$ cat src/ipc_defs.svh
// Offsets, field positions and reset values of the input loop bank.
// Assumes 12-bit byte addresses on the serial register port.
`ifndef IPC_DEFS_SVH
`define IPC_DEFS_SVH

`define IPC_AW            12
`define IPC_A_TAG_LO      12'h005
`define IPC_A_TAG_HI      12'h006
`define IPC_A_PRI_LO      12'h010
`define IPC_A_PRI_HI      12'h011
`define IPC_A_SEC_LO      12'h012
`define IPC_A_SEC_HI      12'h013
`define IPC_A_TEST        12'h014
`define IPC_A_RSVD        12'h015
`define IPC_A_FB_LO       12'h016
`define IPC_A_FB_HI       12'h017
`define IPC_A_CP          12'h018
`define IPC_A_MODE        12'h019
`define IPC_A_RX          12'h01a

`define IPC_CP_TRI_BIT    7
`define IPC_AB_OVR_BIT    4
`define IPC_AB_MSB        3
`define IPC_AB_LSB        2
`define IPC_RX_TEST_BIT   7
`define IPC_RX_SEC_DIFF   6
`define IPC_RX_PRI_DIFF   5
`define IPC_RX_SEC_EN     4
`define IPC_RX_PRI_EN     3
`define IPC_RX_PD_CTL     2
`define IPC_RX_OSC_NEG    1
`define IPC_RX_OSC_DIFF   0

`define IPC_RST_BYTE      8'h00
`define IPC_RST_HI2       2'h0
`define IPC_RST_TEST      6'h00
`define IPC_RST_MODE      5'h00

`endif

$ cat src/ipc_pkg.sv
// Types shared by the input loop register bank.
// Assumes nothing beyond a SystemVerilog compiler.
package ipc_pkg;

    typedef enum logic [1:0] {
        IPC_CP_TRISTATE = 2'b00,
        IPC_CP_UP       = 2'b01,
        IPC_CP_DOWN     = 2'b10,
        IPC_CP_NORMAL   = 2'b11
    } ipc_cp_mode_t;

    typedef enum logic [1:0] {
        IPC_AB_MIN  = 2'b00,
        IPC_AB_LOW  = 2'b01,
        IPC_AB_HIGH = 2'b10,
        IPC_AB_MAX  = 2'b11
    } ipc_ab_width_t;

endpackage

$ cat src/ipc_regs.sv
// Input loop configuration bank: divider ratios, charge pump and
// receiver controls. Assumes a synchronous byte-wide register port
// driven by the serial control logic; bits held in neighbouring
// registers arrive as plain inputs.
`timescale 1ns/10ps
`default_nettype none
`include "ipc_defs.svh"

// Function
// - Sixteen-bit user tag in two bytes, low first, resets zero, inert.
// - Primary divider ratio is ten bits over two registers; 0 and 1 mean 1.
// - Secondary divider has its own ten-bit ratio; 0 and 1 mean 1.
// - Secondary uses its own ratio only when the independence bit is set.
// - Test divider ratio is six bits, 1 to 63; top two bits reserved.
// - Feedback divider ratio is ten bits over two registers; 0,1 mean 1.
// - Charge pump tristate bit forces the pump output into tristate.
// - Seven-bit code sets charge pump current in half-microamp steps.
// - Override bit clear means automatic antibacklash period, else field.
// - Width field 00 min, 01 low, 10 high, 11 max; needs override.
// - Pump mode 00 tristate, 01 up, 10 down, 11 normal.
// - Test receiver enabled when its bit is set; disabled after reset.
// - Reference diff bits set differential, else single-ended by pin select.
// - Power-down control clear keeps both reference receivers enabled.
// - With power-down control, enable bits power receivers up or down.
// - Oscillator receiver differential bit; else pin bit picks neg or pos.
module ipc_regs
    import ipc_pkg::*;
(
    input  wire logic          ref_clk,
    input  wire logic          nrst,
    input  wire logic          ce,
    input  wire logic          reg_wr,
    input  wire logic          reg_rd,
    input  wire logic [11:0]   reg_addr,
    input  wire logic [7:0]    reg_wdata,
    input  wire logic          sec_independent,
    input  wire logic          pri_se_neg_sel,
    input  wire logic          sec_se_neg_sel,
    output logic [7:0]         reg_rdata,
    output logic               reg_rvalid,
    output logic [15:0]        user_version_tag,
    output logic [9:0]         primary_ratio,
    output logic [9:0]         secondary_ratio,
    output logic [5:0]         test_ratio,
    output logic [9:0]         loop_feedback_ratio,
    output logic [6:0]         cp_current_code,
    output logic               cp_tristate,
    output logic               cp_pump_up,
    output logic               cp_pump_down,
    output logic               cp_normal,
    output logic               backlash_auto,
    output ipc_ab_width_t      backlash_width,
    output logic               test_rx_en,
    output logic               primary_rx_en,
    output logic               secondary_rx_en,
    output logic               primary_rx_diff,
    output logic               secondary_rx_diff,
    output logic               primary_rx_neg_pin,
    output logic               secondary_rx_neg_pin,
    output logic               osc_rx_diff,
    output logic               osc_rx_neg_pin
);

    // Zero and one both divide by one
    function automatic logic [9:0] eff10(input logic [9:0] c);
        eff10 = (c < 10'h002) ? 10'h001 : c;
    endfunction

    function automatic logic [5:0] eff6(input logic [5:0] c);
        eff6 = (c < 6'h02) ? 6'h01 : c;
    endfunction

    function automatic logic hit(input logic [11:0] a,
                                 input logic [11:0] b);
        hit = (a == b);
    endfunction

    logic [15:0] tag_q;
    logic [7:0]  pri_lo_q;
    logic [1:0]  pri_hi_q;
    logic [7:0]  sec_lo_q;
    logic [1:0]  sec_hi_q;
    logic [5:0]  test_q;
    logic [7:0]  fb_lo_q;
    logic [1:0]  fb_hi_q;
    logic [7:0]  cp_q;
    logic [4:0]  mode_q;
    logic [7:0]  rx_q;
    logic [7:0]  rdata_d;
    logic        wen;
    logic [9:0]  pri_eff;
    logic [9:0]  sec_eff;
    logic [1:0]  pmode;

    assign wen     = ce && reg_wr;
    assign pri_eff = eff10({pri_hi_q, pri_lo_q});
    assign sec_eff = eff10({sec_hi_q, sec_lo_q});
    assign pmode   = mode_q[1:0];

    // Storage; narrow fields drop reserved write bits
    always_ff @(posedge ref_clk or negedge nrst)
    begin
        if (!nrst)
        begin
            tag_q    <= {`IPC_RST_BYTE, `IPC_RST_BYTE};
            pri_lo_q <= `IPC_RST_BYTE;
            pri_hi_q <= `IPC_RST_HI2;
            sec_lo_q <= `IPC_RST_BYTE;
            sec_hi_q <= `IPC_RST_HI2;
            test_q   <= `IPC_RST_TEST;
            fb_lo_q  <= `IPC_RST_BYTE;
            fb_hi_q  <= `IPC_RST_HI2;
            cp_q     <= `IPC_RST_BYTE;
            mode_q   <= `IPC_RST_MODE;
            rx_q     <= `IPC_RST_BYTE;
        end
        else if (wen)
        begin
            if (hit(reg_addr, `IPC_A_TAG_LO))
                tag_q[7:0] <= reg_wdata;
            if (hit(reg_addr, `IPC_A_TAG_HI))
                tag_q[15:8] <= reg_wdata;
            if (hit(reg_addr, `IPC_A_PRI_LO))
                pri_lo_q <= reg_wdata;
            if (hit(reg_addr, `IPC_A_PRI_HI))
                pri_hi_q <= reg_wdata[1:0];
            if (hit(reg_addr, `IPC_A_SEC_LO))
                sec_lo_q <= reg_wdata;
            if (hit(reg_addr, `IPC_A_SEC_HI))
                sec_hi_q <= reg_wdata[1:0];
            if (hit(reg_addr, `IPC_A_TEST))
                test_q <= reg_wdata[5:0];
            if (hit(reg_addr, `IPC_A_FB_LO))
                fb_lo_q <= reg_wdata;
            if (hit(reg_addr, `IPC_A_FB_HI))
                fb_hi_q <= reg_wdata[1:0];
            if (hit(reg_addr, `IPC_A_CP))
                cp_q <= reg_wdata;
            if (hit(reg_addr, `IPC_A_MODE))
                mode_q <= reg_wdata[4:0];
            if (hit(reg_addr, `IPC_A_RX))
                rx_q <= reg_wdata;
        end
    end

    // Read mux; unmapped and reserved locations give zero
    always_comb
    begin
        case (reg_addr)
            `IPC_A_TAG_LO: rdata_d = tag_q[7:0];
            `IPC_A_TAG_HI: rdata_d = tag_q[15:8];
            `IPC_A_PRI_LO: rdata_d = pri_lo_q;
            `IPC_A_PRI_HI: rdata_d = {6'h00, pri_hi_q};
            `IPC_A_SEC_LO: rdata_d = sec_lo_q;
            `IPC_A_SEC_HI: rdata_d = {6'h00, sec_hi_q};
            `IPC_A_TEST:   rdata_d = {2'h0, test_q};
            `IPC_A_FB_LO:  rdata_d = fb_lo_q;
            `IPC_A_FB_HI:  rdata_d = {6'h00, fb_hi_q};
            `IPC_A_CP:     rdata_d = cp_q;
            `IPC_A_MODE:   rdata_d = {3'h0, mode_q};
            `IPC_A_RX:     rdata_d = rx_q;
            default:       rdata_d = 8'h00;
        endcase
    end

    always_ff @(posedge ref_clk or negedge nrst)
    begin
        if (!nrst)
        begin
            reg_rdata  <= 8'h00;
            reg_rvalid <= 1'b0;
        end
        else if (ce)
        begin
            reg_rvalid <= reg_rd;
            if (reg_rd)
                reg_rdata <= rdata_d;
        end
    end

    // Tag is kept only for software; nothing else reads it
    always_ff @(posedge ref_clk or negedge nrst)
    begin
        if (!nrst)
            user_version_tag <= 16'h0000;
        else if (ce)
            user_version_tag <= tag_q;
    end

    // Effective divider ratios, one cycle behind the registers
    always_ff @(posedge ref_clk or negedge nrst)
    begin
        if (!nrst)
        begin
            primary_ratio       <= 10'h001;
            secondary_ratio     <= 10'h001;
            test_ratio          <= 6'h01;
            loop_feedback_ratio <= 10'h001;
        end
        else if (ce)
        begin
            primary_ratio <= pri_eff;
            // Without independence the secondary tracks the primary
            secondary_ratio <= sec_independent ? sec_eff
                                               : pri_eff;
            test_ratio <= eff6(test_q);
            loop_feedback_ratio <= eff10({fb_hi_q, fb_lo_q});
        end
    end

    // Charge pump: tristate bit overrides any mode
    always_ff @(posedge ref_clk or negedge nrst)
    begin
        if (!nrst)
        begin
            cp_current_code <= 7'h00;
            cp_tristate     <= 1'b1;
            cp_pump_up      <= 1'b0;
            cp_pump_down    <= 1'b0;
            cp_normal       <= 1'b0;
        end
        else if (ce)
        begin
            cp_current_code <= cp_q[6:0];
            cp_tristate <= cp_q[`IPC_CP_TRI_BIT] ||
                           (pmode == IPC_CP_TRISTATE);
            cp_pump_up <= !cp_q[`IPC_CP_TRI_BIT] &&
                          (pmode == IPC_CP_UP);
            cp_pump_down <= !cp_q[`IPC_CP_TRI_BIT] &&
                            (pmode == IPC_CP_DOWN);
            cp_normal <= !cp_q[`IPC_CP_TRI_BIT] &&
                         (pmode == IPC_CP_NORMAL);
        end
    end

    // Width is shown as minimum while automatic, since it is unused then
    always_ff @(posedge ref_clk or negedge nrst)
    begin
        if (!nrst)
        begin
            backlash_auto  <= 1'b1;
            backlash_width <= IPC_AB_MIN;
        end
        else if (ce)
        begin
            backlash_auto <= !mode_q[`IPC_AB_OVR_BIT];
            backlash_width <= mode_q[`IPC_AB_OVR_BIT]
                ? ipc_ab_width_t'(mode_q[`IPC_AB_MSB:`IPC_AB_LSB])
                : IPC_AB_MIN;
        end
    end

    // Receivers; reset state has power-down control off, so both run
    always_ff @(posedge ref_clk or negedge nrst)
    begin
        if (!nrst)
        begin
            test_rx_en           <= 1'b0;
            primary_rx_en        <= 1'b1;
            secondary_rx_en      <= 1'b1;
            primary_rx_diff      <= 1'b0;
            secondary_rx_diff    <= 1'b0;
            primary_rx_neg_pin   <= 1'b0;
            secondary_rx_neg_pin <= 1'b0;
            osc_rx_diff          <= 1'b0;
            osc_rx_neg_pin       <= 1'b0;
        end
        else if (ce)
        begin
            test_rx_en <= rx_q[`IPC_RX_TEST_BIT];
            primary_rx_en <= !rx_q[`IPC_RX_PD_CTL] ||
                             rx_q[`IPC_RX_PRI_EN];
            secondary_rx_en <= !rx_q[`IPC_RX_PD_CTL] ||
                               rx_q[`IPC_RX_SEC_EN];
            primary_rx_diff <= rx_q[`IPC_RX_PRI_DIFF];
            secondary_rx_diff <= rx_q[`IPC_RX_SEC_DIFF];
            primary_rx_neg_pin <= !rx_q[`IPC_RX_PRI_DIFF] &&
                                  pri_se_neg_sel;
            secondary_rx_neg_pin <= !rx_q[`IPC_RX_SEC_DIFF] &&
                                    sec_se_neg_sel;
            osc_rx_diff <= rx_q[`IPC_RX_OSC_DIFF];
            osc_rx_neg_pin <= !rx_q[`IPC_RX_OSC_DIFF] &&
                              rx_q[`IPC_RX_OSC_NEG];
        end
    end
endmodule
`default_nettype wire
$ cat config.mk
export PLATFORM = sky130hd
export DESIGN_NAME = ipc_regs
export DESIGN_NICKNAME = d
export VERILOG_FILES = /design/src/ipc_pkg.sv /design/src/ipc_regs.sv
export VERILOG_INCLUDE_DIRS = /design/src /design/src/src
export SDC_FILE = /design/constraint.sdc
export NUM_CORES = 1
export LEC_CHECK = 0
export ABC_AREA = 1
export CAP_MARGIN = 20
export CORE_UTILIZATION = 62
export DETAILED_ROUTE_END_ITERATION = 8
export DONT_BUFFER_PORTS = 1
export HOLD_SLACK_MARGIN = 0.12
export PLACE_DENSITY = 0.78
export SLEW_MARGIN = 15
export SYNTH_ARGS = -nofsm -noshare
export SYNTH_HDL_FRONTEND = slang
export SYNTH_SLANG_ARGS = --single-unit
$ cat constraint.sdc
create_clock -name ref_clk -period 1.97 [get_ports ref_clk]
set_clock_uncertainty 0.05 [all_clocks]
set_input_delay 0.197 -clock ref_clk [delete_from_list [all_inputs] [get_ports ref_clk]]
set_output_delay 0.197 -clock ref_clk [all_outputs]
set_load 0.005 [all_outputs]
==> results of run 1 <==
## metrics by stage
stage,area (um2),cells,setup WS (ps),power (mW)
floorplan,6992,821,676.7,3.511
global route,7712,972,133.1,6.956
finish,7712,972,185.3,6.772
CTS,7712,972,254.9,6.791
detailed placement,7002,928,335.8,3.555
global placement,7002,928,453.9,3.549
## final cells by class
cell class / count / area (um2) / share of cell area
clock inverter: 13 / 127.6 / 0.01655
multi-input combinational: 581 / 2664 / 0.3454
timing repair buffer: 15 / 177.7 / 0.02304
inverter: 47 / 176.4 / 0.02287
sequential: 157 / 3939 / 0.5107
clock buffer: 19 / 452.9 / 0.05873
tap: 140 / 175.2 / 0.02271
## placed cells by master, fill, tap and decap left out, types with 2 or more instances in the layout
master	n
sky130_fd_sc_hd__a22o_1	6
sky130_fd_sc_hd__a31oi_1	3
sky130_fd_sc_hd__buf_12	3
sky130_fd_sc_hd__clkbuf_16	17
sky130_fd_sc_hd__clkbuf_8	2
sky130_fd_sc_hd__clkinv_2	2
sky130_fd_sc_hd__clkinvlp_4	2
sky130_fd_sc_hd__dfrtp_1	149
sky130_fd_sc_hd__dfstp_2	8
sky130_fd_sc_hd__dlygate4sd3_1	11
sky130_fd_sc_hd__inv_1	39
sky130_fd_sc_hd__inv_2	8
sky130_fd_sc_hd__inv_6	6
sky130_fd_sc_hd__nand2_1	293
sky130_fd_sc_hd__nand2_2	6
sky130_fd_sc_hd__nand3_1	58
sky130_fd_sc_hd__nand3_2	3
sky130_fd_sc_hd__nand3_4	2
sky130_fd_sc_hd__nand3b_1	2
sky130_fd_sc_hd__nand4_1	4
sky130_fd_sc_hd__nor2_1	65
sky130_fd_sc_hd__nor2_2	3
sky130_fd_sc_hd__nor2_4	8
sky130_fd_sc_hd__nor3_1	3
sky130_fd_sc_hd__nor4_1	5
sky130_fd_sc_hd__o21ai_0	61
sky130_fd_sc_hd__o21ai_1	42
sky130_fd_sc_hd__o21ai_2	16
## flip-flops by register name, indices dropped and copies added, names as in the netlist, 5 cells and up
name                 flops
loop_feedback_ratio     10
test_ratio               6
fb_lo_q                  8
rx_q                     8
tag_q                   16
sec_lo_q                 8
reg_rdata                8
pri_lo_q                 8
primary_ratio           10
mode_q                   5
user_version_tag        16
secondary_ratio         10
cp_q                     8
cp_current_code          7
test_q                   6
## final timing paths
| kind | startpoint | endpoint | slack [ps] | depth (start not counted) |
|---|---|---|---|---|
| max in group asynchronous | nrst | primary_rx_en$_DFFE_PN1P_ | 2170 | 0 |
| worst min-delay path | nrst | primary_ratio[4]$_DFFE_PN0P_ | -580 | 0 |
| min in group ref_clk | reg_addr[3] | fb_hi_q[0]$_DFFE_PN0P_ | 150 | 5 |
| worst max register to register | mode_q[0]$_DFFE_PN0P_ | cp_tristate$_DFFE_PN1P_ | 190 | 6 |
| worst min register to register | secondary_rx_en$_DFFE_PN1P_ | secondary_rx_en$_DFFE_PN1P_ | 430 | 2 |
| worst max-delay path | mode_q[0]$_DFFE_PN0P_ | cp_tristate$_DFFE_PN1P_ | 190 | 6 |
## power by group through the flow
| stage | Combinational [mW] | Sequential, mW | Clock, mW |
|---|---|---|---|
| 3_5_place_dp | 0.193 | 3.36 | 0 |
| 5_1_grt | 0.259 | 3.31 | 3.39 |
| 6_report | 0.235 | 3.30 | 3.23 |
| 3_3_place_gp | 0.188 | 3.36 | 0 |
| 2_1_floorplan | 0.158 | 3.35 | 0 |
| 4_1_cts | 0.233 | 3.30 | 3.25 |
## layer usage
metal	global-route usage	vias up	wire length [um]	part of all wire
met4	0.1517	0	597	0.032
met5	0	-	0	0
met2	0.5296	324	8548	0.46
met1	0.4672	2811	7594	0.41
li1	-	2640	-	-
met3	0.08740	48	1789	0.097
## kinds of logic after synthesis
family,Yosys count
and+or+nand+nor,452
DFF,157
AOI/OAI and AO/OA,129
buffers and inverters,83
==> reports/metrics.cfg, run 1 <==
[power_and_ir_drop]
power.share.combinational=0.035
irDropWorstVdd_v=0.0006108
power.leakage_nw=3.755
power.density_cell_area_nw_per_um2=878.1
switching_power_mw=1.606
sw_frac_of_total=0.2372
clock_power_share=0.477
pwr-share-seq=0.488
p_int_mw=5.166

[final_layout]
n_fill_cell=845
layout-drive-gt1-share=0.1082
layout-area-overhead-vs-synth_pct=10.31
nNetsFinal=847
final_design_utilization=0.7053
antennaDiodeCount=0

[logic_synthesis]
synth_cells=821
yosys_most_used_dff=sky130_fd_sc_hd__dfrtp_1
syn-cell-area_um2=6992
synth-seq-cells=157
post_synth_fa_ha_maj_area_fraction=0
yosysMostFrequentCell=sky130_fd_sc_hd__nand2_1
synth-edff-count=0
mappedNetlistNets=849
ys_seq_area_frac=0.5634
simple_gate_share_of_the_synthesized_area=0.2763
most_area_consuming_cells_after_synthesis=sky130_fd_sc_hd__dfrtp_1, sky130_fd_sc_hd__nand2_1, sky130_fd_sc_hd__o21ai_0
synth_xor_area_frac=0
synth_top_family_by_area=simple AND/OR/NAND/NOR gates
yosysTopAreaCell=sky130_fd_sc_hd__dfrtp_1
synth_top_cell_area_share=0.5333
synth_compound_area_frac=0.1047
post_synth_mux_area_share=0
ys_warn_count=0
asyncSetResetFlopFracSynth=1.000
synth.avg_cell_area_um2=8.516
netlist_top_cells_count=sky130_fd_sc_hd__nand2_1, sky130_fd_sc_hd__dfrtp_1, sky130_fd_sc_hd__nor2_1, sky130_fd_sc_hd__o21ai_0, sky130_fd_sc_hd__nand3_1
post_synth_num_cell_types=26

[detailed_routing]
drtIter0Drc=406
remaining_drc_errors=0
route.detailed.wl_per_inst_um=19.06
dr_total_vias=5823
route.antenna.remaining_nets=0
detailed_route_vias_per_instance=5.991
detailedRoute.firstPassIterationCount=5
postRouteWirelength_um=18530

[floorplanning]
placeable_core_region_um2=10940
core.rowCount=38
fp.dieArea_um2=11710
die_width_um=108.2
starting_density_of_the_core=0.6394
chipHeight_um=108.2
floorplan.io_pins=112

[grt]
grt_use_total=0.3456
grt_pass1_vias=5710
grt_first_pass_wirelength_um=29770
number_of_antenna_violations_at_the_first_check_in_global_routing=0
grt_max_degree=158
grt_overflow_total=0

[timing]
maxSlewHeadroom=0.5392
tightestPinTransition_ps=690.1
fin_crit_sh=0.9059
setup_viol=0
fin_setup_tns_ps=0
minimum_period_implied_by_the_final_worst_setup_slack_ps=1785
timing.final.max_slew_violations=0
final_hold_violations=157
max_clock_freq_ghz=0.5603
holdWs_ps=-583.0
grt_setup_unrepaired=no

[status]
failed_checks=hold timing
run_status=finished with violations

[clock_tree]
htreeDepth=4
tritoncts=built
clock-sinks=157
clk_latency_ps=430
cts_setup_buffers=0
cts.reportedPaths.clkPinSlew_ps=70
cts_hold_buf=12
post_cts_resize_count=0
cts-buffers-inserted=17
ctsLongestPathBuffers=2
cts.root.buffer_cell=sky130_fd_sc_hd__clkbuf_16

[place]
place_hpwl_um=12320
gp_routability_congestion=0.9936
numPortBuffers=0

[setup_path]
worstPathBufferInverterCount=3
cp_slowest_stage_delay_ps=570
startpoint_type=register
critical-path-slowest-cell=sky130_fd_sc_hd__dlygate4sd3_1
arrival_ps=2090
crit_family=buffers and inverters
critical_path_peak_fanout=3
critPathRequiredTime_ps=2270
worstSetupEndpointType=register
critical_path.cell_chain=inv_1 > nor3_1 > inv_1 > o21ai_0 > a31oi_1 > dlygate4sd3_1
worst-setup-path-type=reg -> reg
crit_path_frequent_cell=sky130_fd_sc_hd__inv_1

[hold_path]
worst_hold_path_type=in -> async

[flow_run]
cap_violations=0

Power figures use the tool's default switching activity.
==> inputs of run 2 (changes only) <==
GPL_ROUTABILITY_DRIVEN = 0   (was unset)
clock period = 2.13 ns   (was 1.97 ns; I/O delays follow)
==> run 2 against run 1 <==
Compared with the run above:
- register-to-register slack gained 310 ps
- setup slack gained 47 ps
- sequential share of layout area shrank 0.19 points
- the flow still finishes with violations (hold timing)
- power shrank 3.0%
- utilization grew 0.26 points
- non-clock buffer count is the same
- hold slack gained 18 ps
- global-route usage shrank 0.92 points
- via count grew 0.22%
- routed wire length shrank 0.41%
- largest cell class unchanged
- critical path depth grew 2
- clock-buffer cell count grew 3
==> reports/metrics.cfg, run 2 (synthesized netlist as in run 1, its figures left out) <==
[setup_path]
arrival_ps=2190  ; +100 ps
critical_path_peak_fanout=54  ; +51
critPathRequiredTime_ps=2420  ; +150 ps
worstSetupEndpointType=register
startpoint_type=input pin
worst-setup-path-type=in -> reg

[flow_run]
cap_violations=0  ; unchanged

[clock_tree]
cts-buffers-inserted=17  ; unchanged
tritoncts=built
cts.root.buffer_cell=sky130_fd_sc_hd__clkbuf_16
htreeDepth=4  ; unchanged
clk_latency_ps=420  ; about the same
post_cts_resize_count=0  ; unchanged
cts.reportedPaths.clkPinSlew_ps=60  ; about the same
cts_setup_buffers=0  ; unchanged
ctsLongestPathBuffers=2  ; unchanged
clock-sinks=157  ; unchanged
cts_hold_buf=9  ; -3

[final_layout]
most-common-layout-cells=sky130_fd_sc_hd__nand2_1, sky130_fd_sc_hd__dfrtp_1, sky130_fd_sc_hd__nor2_1
layout-area-overhead-vs-synth_pct=10.72
layout-drive-gt1-share=0.1070  ; -0.001202
largestRegisters=tag_q: 16 flops, user_version_tag: 16 flops
instances_no_fill=972  ; unchanged
nNetsFinal=847  ; unchanged
layout.cells.most_common=sky130_fd_sc_hd__nand2_1
final_design_utilization=0.7079  ; +0.002632
final_cell_area_um2=7741  ; +0.37%
antennaDiodeCount=0  ; unchanged
n_fill_cell=829  ; -1.9%
ff_latch_area_um2=3939  ; unchanged
multi_input_area_um2=2664  ; unchanged

[place]
place_hpwl_um=12330  ; about the same
placed_area_um2=6999  ; about the same
dp.cells=931  ; +0.32%
numPortBuffers=0  ; unchanged
place_worst_setup_slack_ps=391.6  ; +55.78 ps

[timing]
timing.final.max_slew_violations=0  ; unchanged
fin_setup_tns_ps=0  ; unchanged
maxSlewHeadroom=0.5871  ; +0.04789
grt_setup_unrepaired=no
minimum_period_implied_by_the_final_worst_setup_slack_ps=1897
finalWorstSetupSlack_ps=232.7  ; +47.42 ps
final_hold_violations=157  ; unchanged
holdWs_ps=-565.4  ; +17.60 ps
setup_viol=0  ; unchanged
tightestPinTransition_ps=618.6  ; -71.51 ps
max_clock_freq_ghz=0.5271
fin_crit_sh=0.8907

[floorplanning]
placeable_core_region_um2=10940  ; unchanged
floorplan.io_pins=112  ; unchanged
chipHeight_um=108.2  ; unchanged
die_width_um=108.2  ; unchanged
starting_density_of_the_core=0.6394  ; unchanged
fp.dieArea_um2=11710  ; unchanged
core.rowCount=38  ; unchanged

[grt]
grt_use_total=0.3364  ; -0.009247
grt_overflow_total=0  ; unchanged
number_of_antenna_violations_at_the_first_check_in_global_routing=0  ; unchanged
grt_max_degree=158  ; unchanged
grt_first_pass_wirelength_um=29050  ; -2.4%
grt_pass1_vias=5554  ; -2.7%

[power_and_ir_drop]
sw_frac_of_total=0.2098  ; -0.02734
pwr-share-seq=0.465  ; -0.023
clock_power_share=0.503  ; +0.026
switching_power_mw=1.378  ; -14%
power.leakage_nw=3.772  ; +0.45%
irDropWorstVdd_v=0.0005352  ; -12%
total_power_mw=6.568  ; -3.0%
power.share.combinational=0.032  ; -0.003
power.density_cell_area_nw_per_um2=848.4  ; -3.4%
p_int_mw=5.190  ; +0.46%

[detailed_routing]
dr_total_vias=5836  ; +0.22%
detailedRoute.firstPassIterationCount=5  ; unchanged
route.antenna.remaining_nets=0  ; unchanged
met3_wirelength_um=1871  ; +4.6%
remaining_drc_errors=0  ; unchanged
postRouteWirelength_um=18450  ; -0.41%
detailroute.wirelength.met2_um=8212  ; -3.9%
drt-met1-wl_um=7550  ; -0.58%
detailed_route_vias_per_instance=6.004  ; +0.22%
drtIter0Drc=629  ; +55%
route.detailed.wl_per_inst_um=18.98  ; -0.41%
maxUsedRoutingLayer=met4

[status]
failed_checks=hold timing
run_status=finished with violations

[hold_path]
worst_hold_path_type=in -> async

[run 2: cell types whose count changed in the layout (fill, tap and decap cells not counted), sizes merged]
cell	before	now
clkbuf	19	22
dlygate4sd3	11	8
bufinv	1	5
buf	4	7
inv	54	47
[run 2: layout make-up]
cell class | count | share of cell area
Multi-Input combinational cell | 581 | 0.3441
Clock inverter | 10 | 0.02424
Timing Repair Buffer | 15 | 0.01875
Tap cell | 140 | 0.02263
Sequential cell | 157 | 0.5088
Clock buffer | 22 | 0.05867
Inverter | 47 | 0.02279
[run 2: layer usage]
layer,track usage,up-vias
li1,-,2648
met1,0.4564,2771
met2,0.4927,346
met3,0.09222,71
met4,0.1810,0
met5,0,-
[run 2: critical path, stage by stage]
cell                            delay, ps
sky130_fd_sc_hd__dlygate4sd3_1        590
sky130_fd_sc_hd__buf_12               260
sky130_fd_sc_hd__inv_2                100
sky130_fd_sc_hd__nor3_1               230
sky130_fd_sc_hd__inv_1                 90
sky130_fd_sc_hd__o21ai_0               90
sky130_fd_sc_hd__a31oi_1               70
sky130_fd_sc_hd__dlygate4sd3_1        560
[run 2: path summary, 6_finish.rpt]
path,startpoint,endpoint,slack [ps],depth (start not counted)
worst max-delay path,ce,cp_tristate$_DFFE_PN1P_,230,8
min in group ref_clk,reg_addr[0],sec_hi_q[0]$_DFFE_PN0P_,150,4
max in group asynchronous,nrst,test_ratio[0]$_DFFE_PN1P_,2230,0
worst max register to register,mode_q[0]$_DFFE_PN0P_,cp_tristate$_DFFE_PN1P_,500,6
worst min-delay path,nrst,primary_ratio[3]$_DFFE_PN0P_,-570,0
worst min register to register,secondary_rx_en$_DFFE_PN1P_,secondary_rx_en$_DFFE_PN1P_,430,2
[run 2: power groups by stage]
stage          clock [mW]  combinational, mW  sequential [mW]
2_1_floorplan           0              0.146             3.10
3_3_place_gp            0              0.170             3.11
3_5_place_dp            0              0.174             3.11
4_1_cts              3.32              0.206             3.06
5_1_grt              3.44              0.228             3.06
6_report             3.30              0.210             3.06
==> inputs of run 3 (changes only) <==
CORE_UTILIZATION = 68   (was 62)
PLACE_DENSITY = 0.84   (was 0.78)
==> run 3 against run 2 <==
Compared with the run above:
- via count is 4.0% higher
- die area is 8.7% lower
- critical path depth is 1 lower
- largest cell class unchanged
- highest routed layer unchanged
- the flow still finishes with violations (hold timing)
- routed wire length is 3.8% higher
==> reports/metrics.cfg, run 3 (synthesized netlist as in run 1, its figures left out) <==
[floorplanning]
floorplan.io_pins=112  ; unchanged
fp.dieArea_um2=10690  ; -8.7%
starting_density_of_the_core=0.7088  ; +0.06942
core.rowCount=36  ; -5.3%
chipHeight_um=103.4  ; -4.4%
placeable_core_region_um2=9864  ; -9.8%
die_width_um=103.4  ; -4.4%

[timing]
minimum_period_implied_by_the_final_worst_setup_slack_ps=2079  ; +181.3 ps
timing.final.max_slew_violations=0  ; unchanged
fin_setup_tns_ps=0  ; unchanged
maxSlewHeadroom=0.5504  ; -0.03669
setup_viol=0  ; unchanged
final_hold_violations=157  ; unchanged
tightestPinTransition_ps=673.6  ; +54.98 ps
grt_setup_unrepaired=no
fin_crit_sh=0.9758  ; +0.08510
max_clock_freq_ghz=0.4811  ; -8.7%
holdWs_ps=-686.1  ; -120.7 ps

[place]
numPortBuffers=0  ; unchanged
place_hpwl_um=12230  ; -0.80%

[power_and_ir_drop]
power.density_cell_area_nw_per_um2=789.0  ; -7.0%
power.leakage_nw=3.796  ; +0.65%
sw_frac_of_total=0.2251  ; +0.01522
power.share.combinational=0.040  ; +0.008
pwr-share-seq=0.494  ; +0.029
irDropWorstVdd_v=0.0005821  ; +8.8%
p_int_mw=4.798  ; -7.5%
switching_power_mw=1.394  ; +1.1%
clock_power_share=0.467  ; -0.036

[clock_tree]
clk_latency_ps=540  ; +120 ps
ctsLongestPathBuffers=2  ; unchanged
cts.reportedPaths.clkPinSlew_ps=60  ; about the same
cts.root.buffer_cell=sky130_fd_sc_hd__clkbuf_8
htreeDepth=4  ; unchanged
cts_hold_buf=25  ; +16
clock-sinks=157  ; unchanged
tritoncts=built
cts-buffers-inserted=17  ; unchanged

[setup_path]
setup.reg_to_reg.worst_slack_ps=370  ; -130 ps
critical_path_peak_fanout=4  ; -93%
critPathRequiredTime_ps=2540  ; +120 ps
worstReg2RegStart=mode_q[0]$_DFFE_PN0P_
arrival_ps=2490  ; +300 ps
worstSetupEndpointType=register
startpoint_type=input pin
r2r_end=cp_tristate$_DFFE_PN1P_
worst-setup-path-type=in -> reg
reg2regPathDepth=6  ; unchanged

[grt]
grt_pass1_vias=5834  ; +5.0%
number_of_antenna_violations_at_the_first_check_in_global_routing=0  ; unchanged
grt_max_degree=158  ; unchanged
grt_first_pass_wirelength_um=29790  ; +2.5%
grt_overflow_total=0  ; unchanged
grt_use_total=0.3854  ; +0.04905

[final_layout]
antennaDiodeCount=0  ; unchanged
layout.cells.most_common=sky130_fd_sc_hd__nand2_1
layout-drive-gt1-share=0.1110  ; +0.004009
most-common-layout-cells=sky130_fd_sc_hd__nand2_1, sky130_fd_sc_hd__dfrtp_1, sky130_fd_sc_hd__nor2_1
nNetsFinal=862  ; +1.8%
final_design_utilization=0.7955  ; +0.08764
layout-area-overhead-vs-synth_pct=12.24
largestRegisters=tag_q: 16 flops, user_version_tag: 16 flops
n_fill_cell=629  ; -24%

[detailed_routing]
detailed_route_vias_per_instance=6.195  ; +3.2%
remaining_drc_errors=0  ; unchanged
dr_total_vias=6071  ; +4.0%
postRouteWirelength_um=19150  ; +3.8%
detailedRoute.firstPassIterationCount=6  ; +1
drtIter0Drc=721  ; +15%
route.antenna.remaining_nets=0  ; unchanged
route.detailed.wl_per_inst_um=19.54  ; +2.9%

[status]
failed_checks=hold timing
run_status=finished with violations

[hold_path]
worst_hold_path_type=in -> async

[flow_run]
cap_violations=0  ; unchanged

run 3: changes by cell type in the layout (fill, tap and decap cells not counted), moves of 2 or more:
cell / change
sky130_fd_sc_hd__dlygate4sd3_1: +15
sky130_fd_sc_hd__buf_4: -2
sky130_fd_sc_hd__buf_12: +2
sky130_fd_sc_hd__bufinv_16: -4
sky130_fd_sc_hd__clkinv_4: -2
sky130_fd_sc_hd__clkbuf_8: +5
sky130_fd_sc_hd__clkinvlp_4: +4
sky130_fd_sc_hd__clkbuf_1: -3
run 3: worst max path at each step:
stage / start / end / slack (ps) / cells after the start
after floorplan: reg_addr[9] / sec_lo_q[5]$_DFFE_PN0P_ / 820 / 9
after global placement: reg_addr[9] / test_q[1]$_DFFE_PN0P_ / 440 / 6
after detailed placement: reg_addr[7] / test_q[2]$_DFFE_PN0P_ / 340 / 6
after CTS: ce / cp_tristate$_DFFE_PN1P_ / 20 / 8
after global routing: reg_addr[1] / fb_hi_q[1]$_DFFE_PN0P_ / 6 / 7
final: reg_addr[1] / fb_hi_q[1]$_DFFE_PN0P_ / 50 / 7
run 3: layer usage:
metal  global-route usage  part of all wire
met5                    0                 0
met4               0.2340             0.053
met2               0.5869              0.46
met1               0.5041              0.38
met3              0.09341              0.11
run 3: final cells by class:
type,instances,area (um2),area share
flip-flops and latches,157,3939,0.5019
multi-input cells,581,2671,0.3404
clock buffers,23,486.7,0.06202
repair buffers,30,320.3,0.04082
inverters,47,178.9,0.02280
well taps,133,166.4,0.02121
clock inverters,9,85.08,0.01084
run 3: timing repair:
| action | 4_1_cts | 5_1_grt |
|---|---|---|
| buffers inserted | 0 | 1 |
| endpoints found under the hold margin | 283 | 157 |
| setup endpoints to repair | 0 | 2 |
| gates resized for setup | 0 | 4 |
run 3: power groups by stage:
stage / sequential [mW] / combinational [mW] / clock, mW
after CTS: 3.06 / 0.236 / 2.91
after floorplan: 3.10 / 0.146 / 0
after global placement: 3.11 / 0.168 / 0
final: 3.06 / 0.245 / 2.89
after global routing: 3.06 / 0.262 / 3.03
after detailed placement: 3.11 / 0.176 / 0
run 3: critical path, cell delays in order:
cell	delay, ps
sky130_fd_sc_hd__dlygate4sd3_1	600
sky130_fd_sc_hd__nand2_1	70
sky130_fd_sc_hd__dlygate4sd3_1	600
sky130_fd_sc_hd__nor2_2	180
sky130_fd_sc_hd__nand3_2	130
sky130_fd_sc_hd__dlygate4sd3_1	590
sky130_fd_sc_hd__o21ai_1	120
run 3: through the flow:
| stage | setup WS, ps | cell area, um2 | hold WS [ps] | cells | total power, mW |
|---|---|---|---|---|---|
| final | 51.49 | 7848 | -686.1 | 980 | 6.192 |
| after global routing | 5.797 | 7848 | -701.9 | 980 | 6.350 |
| after CTS | 18.67 | 7830 | -696.1 | 979 | 6.203 |
| after detailed placement | 340.7 | 6988 | -129.7 | 922 | 3.285 |
| after global placement | 438.8 | 6988 | -128.0 | 922 | 3.276 |
| after floorplan | 820.7 | 6992 | -132.6 | 821 | 3.247 |
